$ cat config.mk
export PLATFORM = sky130hd
export DESIGN_NAME = speaker_protection_shutdown
export DESIGN_NICKNAME = d
export VERILOG_FILES = /design/src/rtl/spk_prot_pkg.sv /design/src/rtl/speaker_protection_shutdown.sv
export VERILOG_INCLUDE_DIRS = /design/src /design/src/rtl
export SDC_FILE = /design/constraint.sdc
export NUM_CORES = 1
export LEC_CHECK = 0
export ABC_AREA = 1
export BUFFER_PORTS_ARGS = -buffer_cell sky130_fd_sc_hd__buf_2
export CAP_MARGIN = 20
export CORE_UTILIZATION = 45
export DETAILED_ROUTE_END_ITERATION = 10
export PLACE_DENSITY = 0.74
export SYNTH_ARGS = -nofsm -noshare
export SYNTH_HDL_FRONTEND = slang
export SYNTH_SLANG_ARGS = --single-unit
$ cat constraint.sdc
create_clock -name ref_clk -period 1.6 [get_ports ref_clk]
set_input_delay 0.32 -clock ref_clk [delete_from_list [all_inputs] [get_ports ref_clk]]
set_output_delay 0.32 -clock ref_clk [all_outputs]
set_load 0.01 [all_outputs]
$ cat src/rtl/spk_prot_regs.svh
// Register offsets, fields, reset values and timing counts for speaker protection
`ifndef SPK_PROT_REGS_SVH
`define SPK_PROT_REGS_SVH
`define TIMER_SEL_ADDR 16'h026D
`define TIMER_SEL_RESET 4'h0
`define TIMER_SEL_MSB 3
`define TIMER_SEL_LSB 0
`define TIMER_SEL_OFF 4'h0
`define TIMER_SEL_MAX 4'h4
`define OFF_RAMP_CYCLES 8
`define GPIO_SRC_THERMAL 2'h0
`define GPIO_SRC_SPK_SHORT 2'h1
`define GPIO_SRC_SPK_OFF 2'h2
`endif

$ cat src/rtl/spk_prot_pkg.sv
// Types for the speaker protection block
package spk_prot_pkg;
  typedef enum logic [4:0] {
    SPK_IDLE = 5'h01,
    SPK_CHECK = 5'h02,
    SPK_RUN = 5'h04,
    SPK_RAMP = 5'h08,
    SPK_HOLD = 5'h10
  } spk_state_t;
  typedef logic [1:0] gpio_src_t;
endpackage

$ cat src/rtl/speaker_protection_shutdown.sv
// Thermal, short-circuit and timer driven shutdown of the speaker drivers
`timescale 1ns/1ps
`include "spk_prot_regs.svh"

// Behaviour
// - Warning and critical temperature thresholds each raise their own event.
// - Crossing the critical threshold turns the speaker drivers off with no host action.
// - When any protective speaker shutdown has finished, a shutdown-done event is raised.
// - A speaker enable request checks for a short first and fails, driver off, if one is seen.
// - A speaker short raises an event and turns the speaker drivers off.
// - Speaker short status is cleared whenever the speaker enable request is low.
// - Headphone and earpiece short monitoring runs all the time their driver is on.
// - A headphone or earpiece short current-limits that driver and keeps it running.
// - Headphone and earpiece shorts each raise their own event.
// - A 4-bit field picks the shutdown timer: 0 off, 1 to 4 timers, others reserved.
// - The selected timer reaching its final count turns the speaker drivers off.
// - A timer shutdown raises the shutdown-done event once it has finished.
// - Thermal, speaker short and speaker shutdown flags can be routed to a GPIO.
module speaker_protection_shutdown #(
  parameter int OFF_RAMP = `OFF_RAMP_CYCLES
) (
  input wire logic ref_clk,
  input wire logic rst_n,
  input wire logic [15:0] reg_addr,
  input wire logic reg_wr,
  input wire logic [15:0] reg_wdata,
  output logic [15:0] reg_rdata_q,
  input wire logic temp_warn_raw,
  input wire logic temp_crit_raw,
  input wire logic spk_short_raw,
  input wire logic hp_short_raw,
  input wire logic ep_short_raw,
  input wire logic spk_en_req,
  input wire logic hp_en,
  input wire logic ep_en,
  input wire logic [3:0] timer_final,
  input wire spk_prot_pkg::gpio_src_t gpio_src,
  output logic spk_drv_en_q,
  output logic hp_ilimit_q,
  output logic ep_ilimit_q,
  output logic spk_short_sts_q,
  output logic spk_off_sts_q,
  output logic temp_warning_event,
  output logic temp_critical_event,
  output logic speaker_off_done_event,
  output logic spk_short_event,
  output logic hp_short_event,
  output logic ep_short_event,
  output logic gpio_flag_q
);
  import spk_prot_pkg::*;

  function automatic logic timer_hit(input logic [3:0] sel, input logic [3:0] fin);
    logic hit;
    hit = 1'b0;
    if (sel != `TIMER_SEL_OFF && sel <= `TIMER_SEL_MAX) begin
      hit = fin[sel[1:0] - 2'h1];
    end
    return hit;
  endfunction

  ////////////////////////////////////////////////////////////////////////////
  // Synchronisers for analog detector levels
  logic [4:0] raw_m_q;
  logic [4:0] raw_s_q;
  logic [1:0] temp_p_q;
  logic warn_s, crit_s, spks_s, hps_s, eps_s;
  assign {warn_s, crit_s, spks_s, hps_s, eps_s} = raw_s_q;

  always_ff @(posedge ref_clk or negedge rst_n) begin
    if (!rst_n) begin
      raw_m_q <= 5'h00;
      raw_s_q <= 5'h00;
      temp_p_q <= 2'h0;
    end else begin
      raw_m_q <= {temp_warn_raw, temp_crit_raw, spk_short_raw, hp_short_raw, ep_short_raw};
      raw_s_q <= raw_m_q;
      temp_p_q <= {warn_s, crit_s};
    end
  end

  ////////////////////////////////////////////////////////////////////////////
  // Timer select register
  logic [3:0] timer_sel_q;

  always_ff @(posedge ref_clk or negedge rst_n) begin
    if (!rst_n) begin
      timer_sel_q <= `TIMER_SEL_RESET;
    end else if (reg_wr && reg_addr == `TIMER_SEL_ADDR) begin
      timer_sel_q <= reg_wdata[`TIMER_SEL_MSB:`TIMER_SEL_LSB];
    end
  end

  always_ff @(posedge ref_clk or negedge rst_n) begin
    if (!rst_n) begin
      reg_rdata_q <= 16'h0000;
    end else if (reg_addr == `TIMER_SEL_ADDR) begin
      reg_rdata_q <= {12'h000, timer_sel_q};
    end else begin
      reg_rdata_q <= 16'h0000;
    end
  end

  ////////////////////////////////////////////////////////////////////////////
  // Speaker driver sequencer
  spk_state_t state_q;
  logic [7:0] ramp_q;
  logic trip;
  logic timer_trip;
  assign timer_trip = timer_hit(timer_sel_q, timer_final);
  assign trip = crit_s | spks_s | timer_trip;

  always_ff @(posedge ref_clk or negedge rst_n) begin
    if (!rst_n) begin
      state_q <= SPK_IDLE;
      ramp_q <= 8'h00;
    end else begin
      case (state_q)
        SPK_IDLE: begin
          if (spk_en_req) begin
            state_q <= SPK_CHECK;
          end
        end
        SPK_CHECK: begin
          if (!spk_en_req) begin
            state_q <= SPK_IDLE;
          end else if (spks_s) begin
            state_q <= SPK_HOLD;
          end else if (trip) begin
            state_q <= SPK_RAMP;
            ramp_q <= 8'(OFF_RAMP - 1);
          end else begin
            state_q <= SPK_RUN;
          end
        end
        SPK_RUN: begin
          if (trip) begin
            state_q <= SPK_RAMP;
            ramp_q <= 8'(OFF_RAMP - 1);
          end else if (!spk_en_req) begin
            state_q <= SPK_IDLE;
          end
        end
        SPK_RAMP: begin
          if (ramp_q == 8'h00) begin
            state_q <= SPK_HOLD;
          end else begin
            ramp_q <= ramp_q - 8'h01;
          end
        end
        SPK_HOLD: begin
          if (!spk_en_req) begin
            state_q <= SPK_IDLE;
          end
        end
        default: state_q <= SPK_IDLE;
      endcase
    end
  end

  always_ff @(posedge ref_clk or negedge rst_n) begin
    if (!rst_n) begin
      spk_drv_en_q <= 1'b0;
      speaker_off_done_event <= 1'b0;
      spk_off_sts_q <= 1'b0;
    end else begin
      spk_drv_en_q <= (state_q == SPK_CHECK && spk_en_req && !trip)
                      || (state_q == SPK_RUN && spk_en_req && !trip);
      speaker_off_done_event <= (state_q == SPK_RAMP && ramp_q == 8'h00);
      if (state_q == SPK_RAMP && ramp_q == 8'h00) begin
        spk_off_sts_q <= 1'b1;
      end else if (!spk_en_req) begin
        spk_off_sts_q <= 1'b0;
      end
    end
  end

  ////////////////////////////////////////////////////////////////////////////
  // Short status, current limit and events
  always_ff @(posedge ref_clk or negedge rst_n) begin
    if (!rst_n) begin
      spk_short_sts_q <= 1'b0;
      spk_short_event <= 1'b0;
    end else begin
      if (!spk_en_req) begin
        spk_short_sts_q <= 1'b0;
      end else if (spks_s && (state_q == SPK_CHECK || state_q == SPK_RUN)) begin
        spk_short_sts_q <= 1'b1;
      end
      spk_short_event <= spk_en_req && spks_s && !spk_short_sts_q
                         && (state_q == SPK_CHECK || state_q == SPK_RUN);
    end
  end

  always_ff @(posedge ref_clk or negedge rst_n) begin
    if (!rst_n) begin
      hp_ilimit_q <= 1'b0;
      ep_ilimit_q <= 1'b0;
      hp_short_event <= 1'b0;
      ep_short_event <= 1'b0;
    end else begin
      hp_ilimit_q <= hp_en & hps_s;
      ep_ilimit_q <= ep_en & eps_s;
      hp_short_event <= hp_en & hps_s & ~hp_ilimit_q;
      ep_short_event <= ep_en & eps_s & ~ep_ilimit_q;
    end
  end

  always_ff @(posedge ref_clk or negedge rst_n) begin
    if (!rst_n) begin
      temp_warning_event <= 1'b0;
      temp_critical_event <= 1'b0;
      gpio_flag_q <= 1'b0;
    end else begin
      temp_warning_event <= warn_s & ~temp_p_q[1];
      temp_critical_event <= crit_s & ~temp_p_q[0];
      case (gpio_src)
        `GPIO_SRC_THERMAL: gpio_flag_q <= crit_s;
        `GPIO_SRC_SPK_SHORT: gpio_flag_q <= spk_short_sts_q;
        `GPIO_SRC_SPK_OFF: gpio_flag_q <= spk_off_sts_q;
        default: gpio_flag_q <= 1'b0;
      endcase
    end
  end

  ////////////////////////////////////////////////////////////////////////////
  // Checks
  AST_CRIT_KILLS: assert property (@(posedge ref_clk) disable iff (!rst_n)
    (state_q == SPK_RUN && crit_s) |=> !spk_drv_en_q)
    else $error("critical temperature left speaker on");

  AST_DONE_AFTER_RAMP: assert property (@(posedge ref_clk) disable iff (!rst_n)
    (state_q == SPK_RUN && trip) |=> ##[1:300] speaker_off_done_event)
    else $error("shutdown done event missing");

  AST_SHORT_BLOCKS_EN: assert property (@(posedge ref_clk) disable iff (!rst_n)
    (state_q == SPK_CHECK && spks_s) |=> !spk_drv_en_q ##1 !spk_drv_en_q)
    else $error("enable succeeded into a short");

  AST_SHORT_EVENT: assert property (@(posedge ref_clk) disable iff (!rst_n)
    (state_q == SPK_RUN && spk_en_req && spks_s && !spk_short_sts_q) |=> spk_short_event)
    else $error("speaker short event missing");

  AST_STS_CLEAR: assert property (@(posedge ref_clk) disable iff (!rst_n)
    !spk_en_req |=> !spk_short_sts_q)
    else $error("short status kept while disabled");

  AST_HP_LIMIT: assert property (@(posedge ref_clk) disable iff (!rst_n)
    (hp_en && hps_s) |=> hp_ilimit_q)
    else $error("headphone current limit missing");

  AST_EP_EVENT: assert property (@(posedge ref_clk) disable iff (!rst_n)
    $rose(ep_en && eps_s) && !$past(eps_s) |=> ep_short_event)
    else $error("earpiece short event missing");

  AST_TIMER_OFF: assert property (@(posedge ref_clk) disable iff (!rst_n)
    (timer_sel_q == 4'h0 || timer_sel_q > 4'h4) |-> !timer_trip)
    else $error("disabled timer selection tripped");

  AST_HOLD_UNTIL_LOW: assert property (@(posedge ref_clk) disable iff (!rst_n)
    (state_q == SPK_HOLD) |=> !spk_drv_en_q ##1 !spk_drv_en_q)
    else $error("driver restarted without enable cycle");

  AST_WARN_EVENT: assert property (@(posedge ref_clk) disable iff (!rst_n)
    $rose(warn_s) |=> temp_warning_event ##1 !temp_warning_event)
    else $error("warning event not a single pulse");

  AST_CRIT_EVENT: assert property (@(posedge ref_clk) disable iff (!rst_n)
    $rose(crit_s) |=> temp_critical_event)
    else $error("critical temperature event missing");

  AST_CHECK_TRIP_OFF: assert property (@(posedge ref_clk) disable iff (!rst_n)
    (state_q == SPK_CHECK && trip) |=> !spk_drv_en_q)
    else $error("enable succeeded into a trip condition");

  AST_OFF_STS_SET: assert property (@(posedge ref_clk) disable iff (!rst_n)
    speaker_off_done_event |-> spk_off_sts_q)
    else $error("shutdown status missing with done event");

  AST_DONE_PULSE: assert property (@(posedge ref_clk) disable iff (!rst_n)
    speaker_off_done_event |=> !speaker_off_done_event)
    else $error("shutdown done event longer than one cycle");

  AST_SHORT_KILLS: assert property (@(posedge ref_clk) disable iff (!rst_n)
    (state_q == SPK_RUN && spks_s) |=> !spk_drv_en_q)
    else $error("speaker short left speaker on");

  AST_STS_SET: assert property (@(posedge ref_clk) disable iff (!rst_n)
    (state_q == SPK_RUN && spk_en_req && spks_s) |=> spk_short_sts_q)
    else $error("speaker short status not set");

  AST_HP_ONLY_ON: assert property (@(posedge ref_clk) disable iff (!rst_n)
    !hp_en |=> (!hp_ilimit_q && !hp_short_event))
    else $error("headphone monitoring active while driver off");

  AST_EP_ONLY_ON: assert property (@(posedge ref_clk) disable iff (!rst_n)
    !ep_en |=> (!ep_ilimit_q && !ep_short_event))
    else $error("earpiece monitoring active while driver off");

  AST_EP_LIMIT: assert property (@(posedge ref_clk) disable iff (!rst_n)
    (ep_en && eps_s) |=> ep_ilimit_q)
    else $error("earpiece current limit missing");

  AST_HP_EVENT: assert property (@(posedge ref_clk) disable iff (!rst_n)
    $rose(hp_en && hps_s) |=> hp_short_event)
    else $error("headphone short event missing");

  AST_TIMER_KILLS: assert property (@(posedge ref_clk) disable iff (!rst_n)
    (state_q == SPK_RUN && timer_trip) |=> !spk_drv_en_q)
    else $error("timer expiry left speaker on");

  AST_TIMER_DONE: assert property (@(posedge ref_clk) disable iff (!rst_n)
    (state_q == SPK_RUN && timer_trip) |=> ##[1:300] speaker_off_done_event)
    else $error("timer shutdown done event missing");

  AST_GPIO_THERMAL: assert property (@(posedge ref_clk) disable iff (!rst_n)
    (gpio_src == `GPIO_SRC_THERMAL) |=> (gpio_flag_q == $past(crit_s)))
    else $error("thermal flag not on gpio");

  AST_GPIO_OFF: assert property (@(posedge ref_clk) disable iff (!rst_n)
    (gpio_src == `GPIO_SRC_SPK_OFF) |=> (gpio_flag_q == $past(spk_off_sts_q)))
    else $error("shutdown flag not on gpio");

  AST_HOLD_STAYS: assert property (@(posedge ref_clk) disable iff (!rst_n)
    (state_q == SPK_HOLD && spk_en_req) |=> (state_q == SPK_HOLD))
    else $error("hold left while enable still high");
endmodule

### Yosys cells after proc, flatten, opt, wreduce, memory -nomap -nowiden

Index checks and enable logic that the tools add are counted.

| storage, ports and cells | value |
|---|---|
| input port bits | 49 |
| logic and storage cells | 93 |
| memories kept | 0 |
| bits in registers | 57 |
| ROM bits | 0 |
| output and inout port bits | 28 |
| latch bits | 0 |
| RAM bits | 0 |

| operators by class | value |
|---|---|
| multipliers | 0 |
| equal/unequal tests | 15 |
| add/sub/neg operators | 2 |
| reductions and logical operators | 21 |
| divide/modulo/power cells | 0 |
| bitwise gates (word level) | 12 |
| shifts and indexed selects | 0 |
| muxes and demuxes | 22 |
| order comparisons | 2 |

Operators by type and width:

| kind | number |
|---|---|
| $mux W8 | 4 |
| $mux W5 | 6 |
| $pmux W5 S5 | 1 |
| $pmux W8 S3 | 1 |
| $eq A16 B10 Y1 const B | 1 |
| $logic_and A1 B1 Y1 | 11 |
| $ne A2 B2 Y1 const B | 5 |
| $logic_not A8 Y1 | 1 |
| $mux W4 | 2 |
| $sub A8 B1 Y8 const B | 1 |
| $and A1 B1 Y1 | 6 |
| $mux W1 | 6 |
| $eq A5 B1 Y1 const B | 1 |
| $eq A5 B2 Y1 const B | 1 |
| $eq A5 B3 Y1 const B | 1 |
| $eq A5 B4 Y1 const B | 1 |
| $eq A5 B5 Y1 const B | 1 |
| $le A4 B3 Y1 const B | 1 |
| $ne A2 B1 Y1 const B | 2 |
| $not A1 Y1 | 4 |
| $reduce_and A4 Y1 | 1 |
| $reduce_bool A4 Y1 | 1 |
| $lt A2 B3 Y1 const B | 1 |
| $pmux W1 S3 | 1 |
| other kinds (10) | 13 |

### Longest topological paths before layout

| depth | value |
|---|---|
| depth after elaboration | 9 |
| gate-level depth with buffers | 10 |
| gate-level depth less buffers | 10 |

### Worst setup path before layout

OpenSTA, ideal clock, no wires.

| timing path | value |
|---|---|
| kind | reg-to-reg |
| from | register timer_sel_q[0] |
| to | register ramp_q[5] |
| cell stages (with the launch flop) | 9 |
| path buffers | 0 |
| required time | 1535 ps |
| library setup time | 65 ps |
| setup slack | 183 ps |
| clock period less this slack | 1417 ps |
| arrival time | 1352 ps |
| cells stage by stage | dfrtp_1 -> inv_2 -> ha_1 -> nand3b_1 -> nand3_1 -> nand3_4 -> nand3_4 -> nand2_1 -> nand2_1 |

| between the ends | value |
|---|---|
| cells in the longest elaborated chain, start to end | 9 |
| elaborated cells on any way between the ends | 12 |
| those cells by class | add/sub (1); order compare (1); mux (7); bitwise (1); reduce/logical (2) |

RTL lines:

| what | RTL line | text |
|---|---|---|
| from (decl) | speaker_protection_shutdown.sv:84 | `logic [3:0] timer_sel_q;` |
| from (signal assigned) | speaker_protection_shutdown.sv:88 | `` timer_sel_q <= `TIMER_SEL_RESET; `` |
| from (signal assigned) | speaker_protection_shutdown.sv:90 | `` timer_sel_q <= reg_wdata[`TIMER_SEL_MSB:`TIMER_SEL_LSB]; `` |
| $sub A2 B1 Y2 | speaker_protection_shutdown.sv:57 | `hit = fin[sel[1:0] - 2'h1];` |
| $bmux W1 S2 | speaker_protection_shutdown.sv:57 |  |
| $mux W1 (not written as such) | speaker_protection_shutdown.sv:57 |  |
| $mux W1 (*) | speaker_protection_shutdown.sv:56 | `` if (sel != `TIMER_SEL_OFF && sel <= `TIMER_SEL_MAX) begin `` |
| $or A1 B1 Y1 (*) | speaker_protection_shutdown.sv:111 | `assign trip = crit_s \| spks_s \| timer_trip;` |
| $mux W8 (*) | -- |  |
| $mux W8 (2 in series) | -- |  |
| $pmux W8 S3 (*) | -- |  |
| to (signal assigned) | speaker_protection_shutdown.sv:131 | `ramp_q <= 8'(OFF_RAMP - 1);` |
| to (signal assigned) | speaker_protection_shutdown.sv:139 | `ramp_q <= 8'(OFF_RAMP - 1);` |
| to (signal assigned) | speaker_protection_shutdown.sv:148 | `ramp_q <= ramp_q - 8'h01;` |
| to (decl) | speaker_protection_shutdown.sv:107 | `logic [7:0] ramp_q;` |

Every way passes the cells marked *; elsewhere a longest branch is shown, timed or not. The select of a mux whose other input is x is not followed.
A chain may end at the register's enable or synchronous reset.

### Worst setup path in the final report

| timing path | value |
|---|---|
| from | register timer_sel_q[0] |
| to | register ramp_q[7] |

Same word-level chain as after synthesis.

==> reports/summary.json <==
{
  "core_area_sq_um": 4410,
  "gr-max-usage-layer": "met2",
  "critical-path-slowest-cell": "sky130_fd_sc_hd__dfrtp_1",
  "grt_start_max_net_pins": 22,
  "die_h_microns": 70.2,
  "power.combinational.fraction": 0.288,
  "ant_nets": 0,
  "cts_buffers": 5,
  "worstPathMaxFanout": 4,
  "met1_track_demand_over_resource": 0.210,
  "report.final.slew_viol_count": 0,
  "count_of_inserted_antenna_diode_cells": 0,
  "gp_congestion": 0.876,
  "boundaryPins": 77,
  "place.detailed.hpwl_microns": 2860,
  "globalRoute.totalOverflow": 0,
  "final.setup.tns_ns": 0,
  "netlist_instances": 236,
  "clock_transition_at_the_registers_of_the_reported_paths_ns": 0.09,
  "wl_per_cell_microns": 10.6,
  "syn-cell-area_sq_um": 2090,
  "cts-root-buf": "sky130_fd_sc_hd__clkbuf_8",
  "share_clk_of_total_power": 0.253,
  "finalHoldViolations": 0,
  "outcome": "finished, final reports clean",
  "period_minus_slack_ns": 1.51,
  "flop_and_latch_count_out_of_synthesis": 45,
  "post-route-drc-count": 0,
  "fin_crit_sh": 0.942,
  "dieArea_sq_um": 4930,
  "setup_viol_count_final": 0,
  "ir_drop_mv": 0.534,
  "synth_to_layout_area_growth_pct": 23.2,
  "rows": 24,
  "first_pass_grt_wire_length_microns": 6740,
  "first_global_vias": 1580,
  "cts_tree": "built",
  "h_tree_level_count": 2,
  "multi_input_area_sq_um": 806,
  "sequential_cell_area_sq_um": 1130,
  "globalRouteTotalUtil": 0.174,
  "startpoint_type": "flop",
  "synth-seq-area-share": 0.539,
  "wl_microns": 3790,
  "synth_cell_type_count": 28,
  "routed-via-count": 1686,
  "worst_setup_end_kind": "flop",
  "grt.met3_usage": 0.0447,
  "buffer_ports.inserted": 52,
  "grtUsageMet2": 0.304,
  "hold_class": "in -> reg",
  "post_route_cells_drive_above_1_share": 0.303,
  "clk_latency_ns": 0.30,
  "setup_repair_after_global_routing_missed_its_margin": "false",
  "holdPathStages": 1,
  "drt_first_pass_iters": 5,
  "cts.path.max_buffers": 2,
  "fin_nets": 355,
  "swShare": 0.346,
  "fmaxAchievable_mhz": 664,
  "worstPathRequired_ns": 1.79,
  "initial_core_util": 0.474,
  "whs_ns": 0.120,
  "crit_arrival_ns": 1.70,
  "die_boundary_width_microns": 70.2,
  "worst_clock_skew_ns": 0.00564,
  "sequentialPowerShare": 0.459,
  "yosys_warnings": 0,
  "avgViaCountPerCell": 4.74,
  "timing.max_cap.violations": 0,
  "leakage_nw": 1.42,
  "total_switching_power_mw": 1.03,
  "postSynthAreaPerCell_sq_um": 8.86,
  "detail_route.iter0.violations": 149,
  "crit_path_cell_trace": "inv_2 -> ha_4 -> nand3b_1 -> nand3_2 -> nand3_4 -> buf_12 -> nand4_1 -> nand2_1",
  "cellInternalPower_mw": 1.94,
  "worstRegToRegCells": 8,
  "power.density_cell_area_nw_per_um2": 1150,
  "num-fill-cells": 379,
  "antenna_violations_before_repair": 0,
  "critPathMaxStageDelay_ns": 0.42,
  "r2r_slack_ns": 0.09,
  "worstSetupPathType": "reg -> reg",
  "cts_num_sinks": 45
}
## power groups by stage
stage	Clock (mW)	Combinational, mW	Sequential, mW
4_1_cts	0.776	0.852	1.37
5_1_grt	0.825	0.965	1.38
2_1_floorplan	0	0.629	1.37
3_3_place_gp	0	0.812	1.38
3_5_place_dp	0	0.837	1.39
6_report	0.752	0.857	1.37
## registers in the layout (all words and copies together) (netlist names)
signal and cells:
temp_warning_event 1, spk_short_event 1, raw_s_q 5, hp_ilimit_q 1, ep_short_event 1, timer_sel_q 4, speaker_off_done_event 1, hp_short_event 1
spk_drv_en_q 1, state_q 5, temp_p_q 2, spk_short_sts_q 1, ramp_q 8, spk_off_sts_q 1, gpio_flag_q 1, raw_m_q 5
ep_ilimit_q 1, reg_rdata_q 4, temp_critical_event 1
## cells in the mapped netlist (all sizes together)
| master | count | area share |
|---|---|---|
| nand2 | 53 | 0.10 |
| dfrtp | 44 | 0.53 |
| nor2 | 41 | 0.090 |
| inv | 33 | 0.060 |
| nand3 | 15 | 0.048 |
| nand4 | 13 | 0.039 |
| buf | 12 | 0.043 |
| o21ai | 11 | 0.026 |
| ha | 3 | 0.018 |
| nand3b | 2 | 0.0072 |
| or2 | 2 | 0.0060 |
| clkinv | 1 | 0.0018 |
| conb | 1 | 0.0018 |
| dfstp | 1 | 0.013 |
| o211ai | 1 | 0.0036 |
| o311a | 1 | 0.0048 |
| xnor2 | 1 | 0.0042 |
| xor2 | 1 | 0.0042 |
## per-stage QoR
step	worst slack, ns	cell area (sq um)	util	cells	power, mW
3_3_place_gp	0.0494	2410	0.547	345	2.19
3_5_place_dp	0.00214	2410	0.547	345	2.22
5_1_grt	0.0194	2580	0.584	356	3.17
4_1_cts	0.0383	2560	0.579	356	2.99
6_report	0.0933	2580	0.584	356	2.97
2_1_floorplan	0.183	2130	-	247	2.00
## cells in the final DEF, fill, tap and decap left out
cell and count:
sky130_fd_sc_hd__dfrtp_1 44, sky130_fd_sc_hd__nand3_1 12, sky130_fd_sc_hd__or2_1 1, sky130_fd_sc_hd__nand2_2 4, sky130_fd_sc_hd__buf_4 6, sky130_fd_sc_hd__nor2_8 1, sky130_fd_sc_hd__clkinv_1 1, sky130_fd_sc_hd__nand3_4 2
sky130_fd_sc_hd__nand4_1 13, sky130_fd_sc_hd__buf_2 52, sky130_fd_sc_hd__o21ai_0 3, sky130_fd_sc_hd__nand2_4 1, sky130_fd_sc_hd__conb_1 12, sky130_fd_sc_hd__nor2_4 1, sky130_fd_sc_hd__nand3b_1 2, sky130_fd_sc_hd__o211ai_1 1
sky130_fd_sc_hd__buf_6 1, sky130_fd_sc_hd__nor2_2 5, sky130_fd_sc_hd__or2_2 1, sky130_fd_sc_hd__clkinv_4 1, sky130_fd_sc_hd__clkbuf_8 6, sky130_fd_sc_hd__inv_4 2, sky130_fd_sc_hd__inv_2 4, sky130_fd_sc_hd__nor2_1 34
sky130_fd_sc_hd__inv_6 1, sky130_fd_sc_hd__buf_12 1, sky130_fd_sc_hd__ha_4 1, sky130_fd_sc_hd__ha_1 2, sky130_fd_sc_hd__xnor2_1 1, sky130_fd_sc_hd__o21ai_1 8, sky130_fd_sc_hd__o311a_1 1, sky130_fd_sc_hd__nand2_1 48
sky130_fd_sc_hd__dfstp_2 1, sky130_fd_sc_hd__xor2_1 1, sky130_fd_sc_hd__inv_1 27, sky130_fd_sc_hd__nand3_2 1, sky130_fd_sc_hd__dlygate4sd3_1 1
## path summary, 6_finish.rpt
check                                from             end
setup / recovery           timer_sel_q[0]       ramp_q[7]
hold reg to reg                raw_m_q[3]      raw_s_q[3]
max in group asynchronous           rst_n   spk_off_sts_q
setup reg to reg           timer_sel_q[0]       ramp_q[7]
hold / removal               ep_short_raw      raw_m_q[0]
min in group asynchronous           rst_n  reg_rdata_q[3]
## final cells by class
cell class	instances	share of cell area
clock buffers	6	0.0320
inverters	34	0.0515
repair buffers	61	0.134
flip-flops and latches	45	0.437
clock inverters	2	0.00680
well taps	52	0.0252
multi-input cells	156	0.313
## logic make-up (layout without fill, tap and decap cells)
family	count (synthesis)	count (layout)	synth area share
simple gates	126	126	0.293
buf+inv	46	103	0.105
flops	45	45	0.539
compound gates	13	13	0.0347
fa+ha+maj	3	3	0.0179
xor+xnor	2	2	0.00837
other cells	1	12	0.00179
## worst max-delay path, delay by kind of cell (launching register included)
family                   cells  cell delay [ns]
adder cells (fa/ha/maj)      1             0.20
buffers and inverters        2             0.25
flip-flops                   1             0.42
AND/OR/NAND/NOR              5             0.52
## layer usage
metal | share of wire | wire [microns]
met5 | 0 | 0
met4 | 0.012 | 46
met3 | 0.054 | 204
met2 | 0.51 | 1950
met1 | 0.42 | 1590
## timing repair
item,4_1_cts,5_1_grt
resized for setup,1,4
pin swaps,1,1
endpoints found under the hold margin,12,0
hold buffers,1,0
setup buffers,2,0
gates cloned,0,0
setup endpoints to repair,6,9
(Power assumes the default switching activity.)
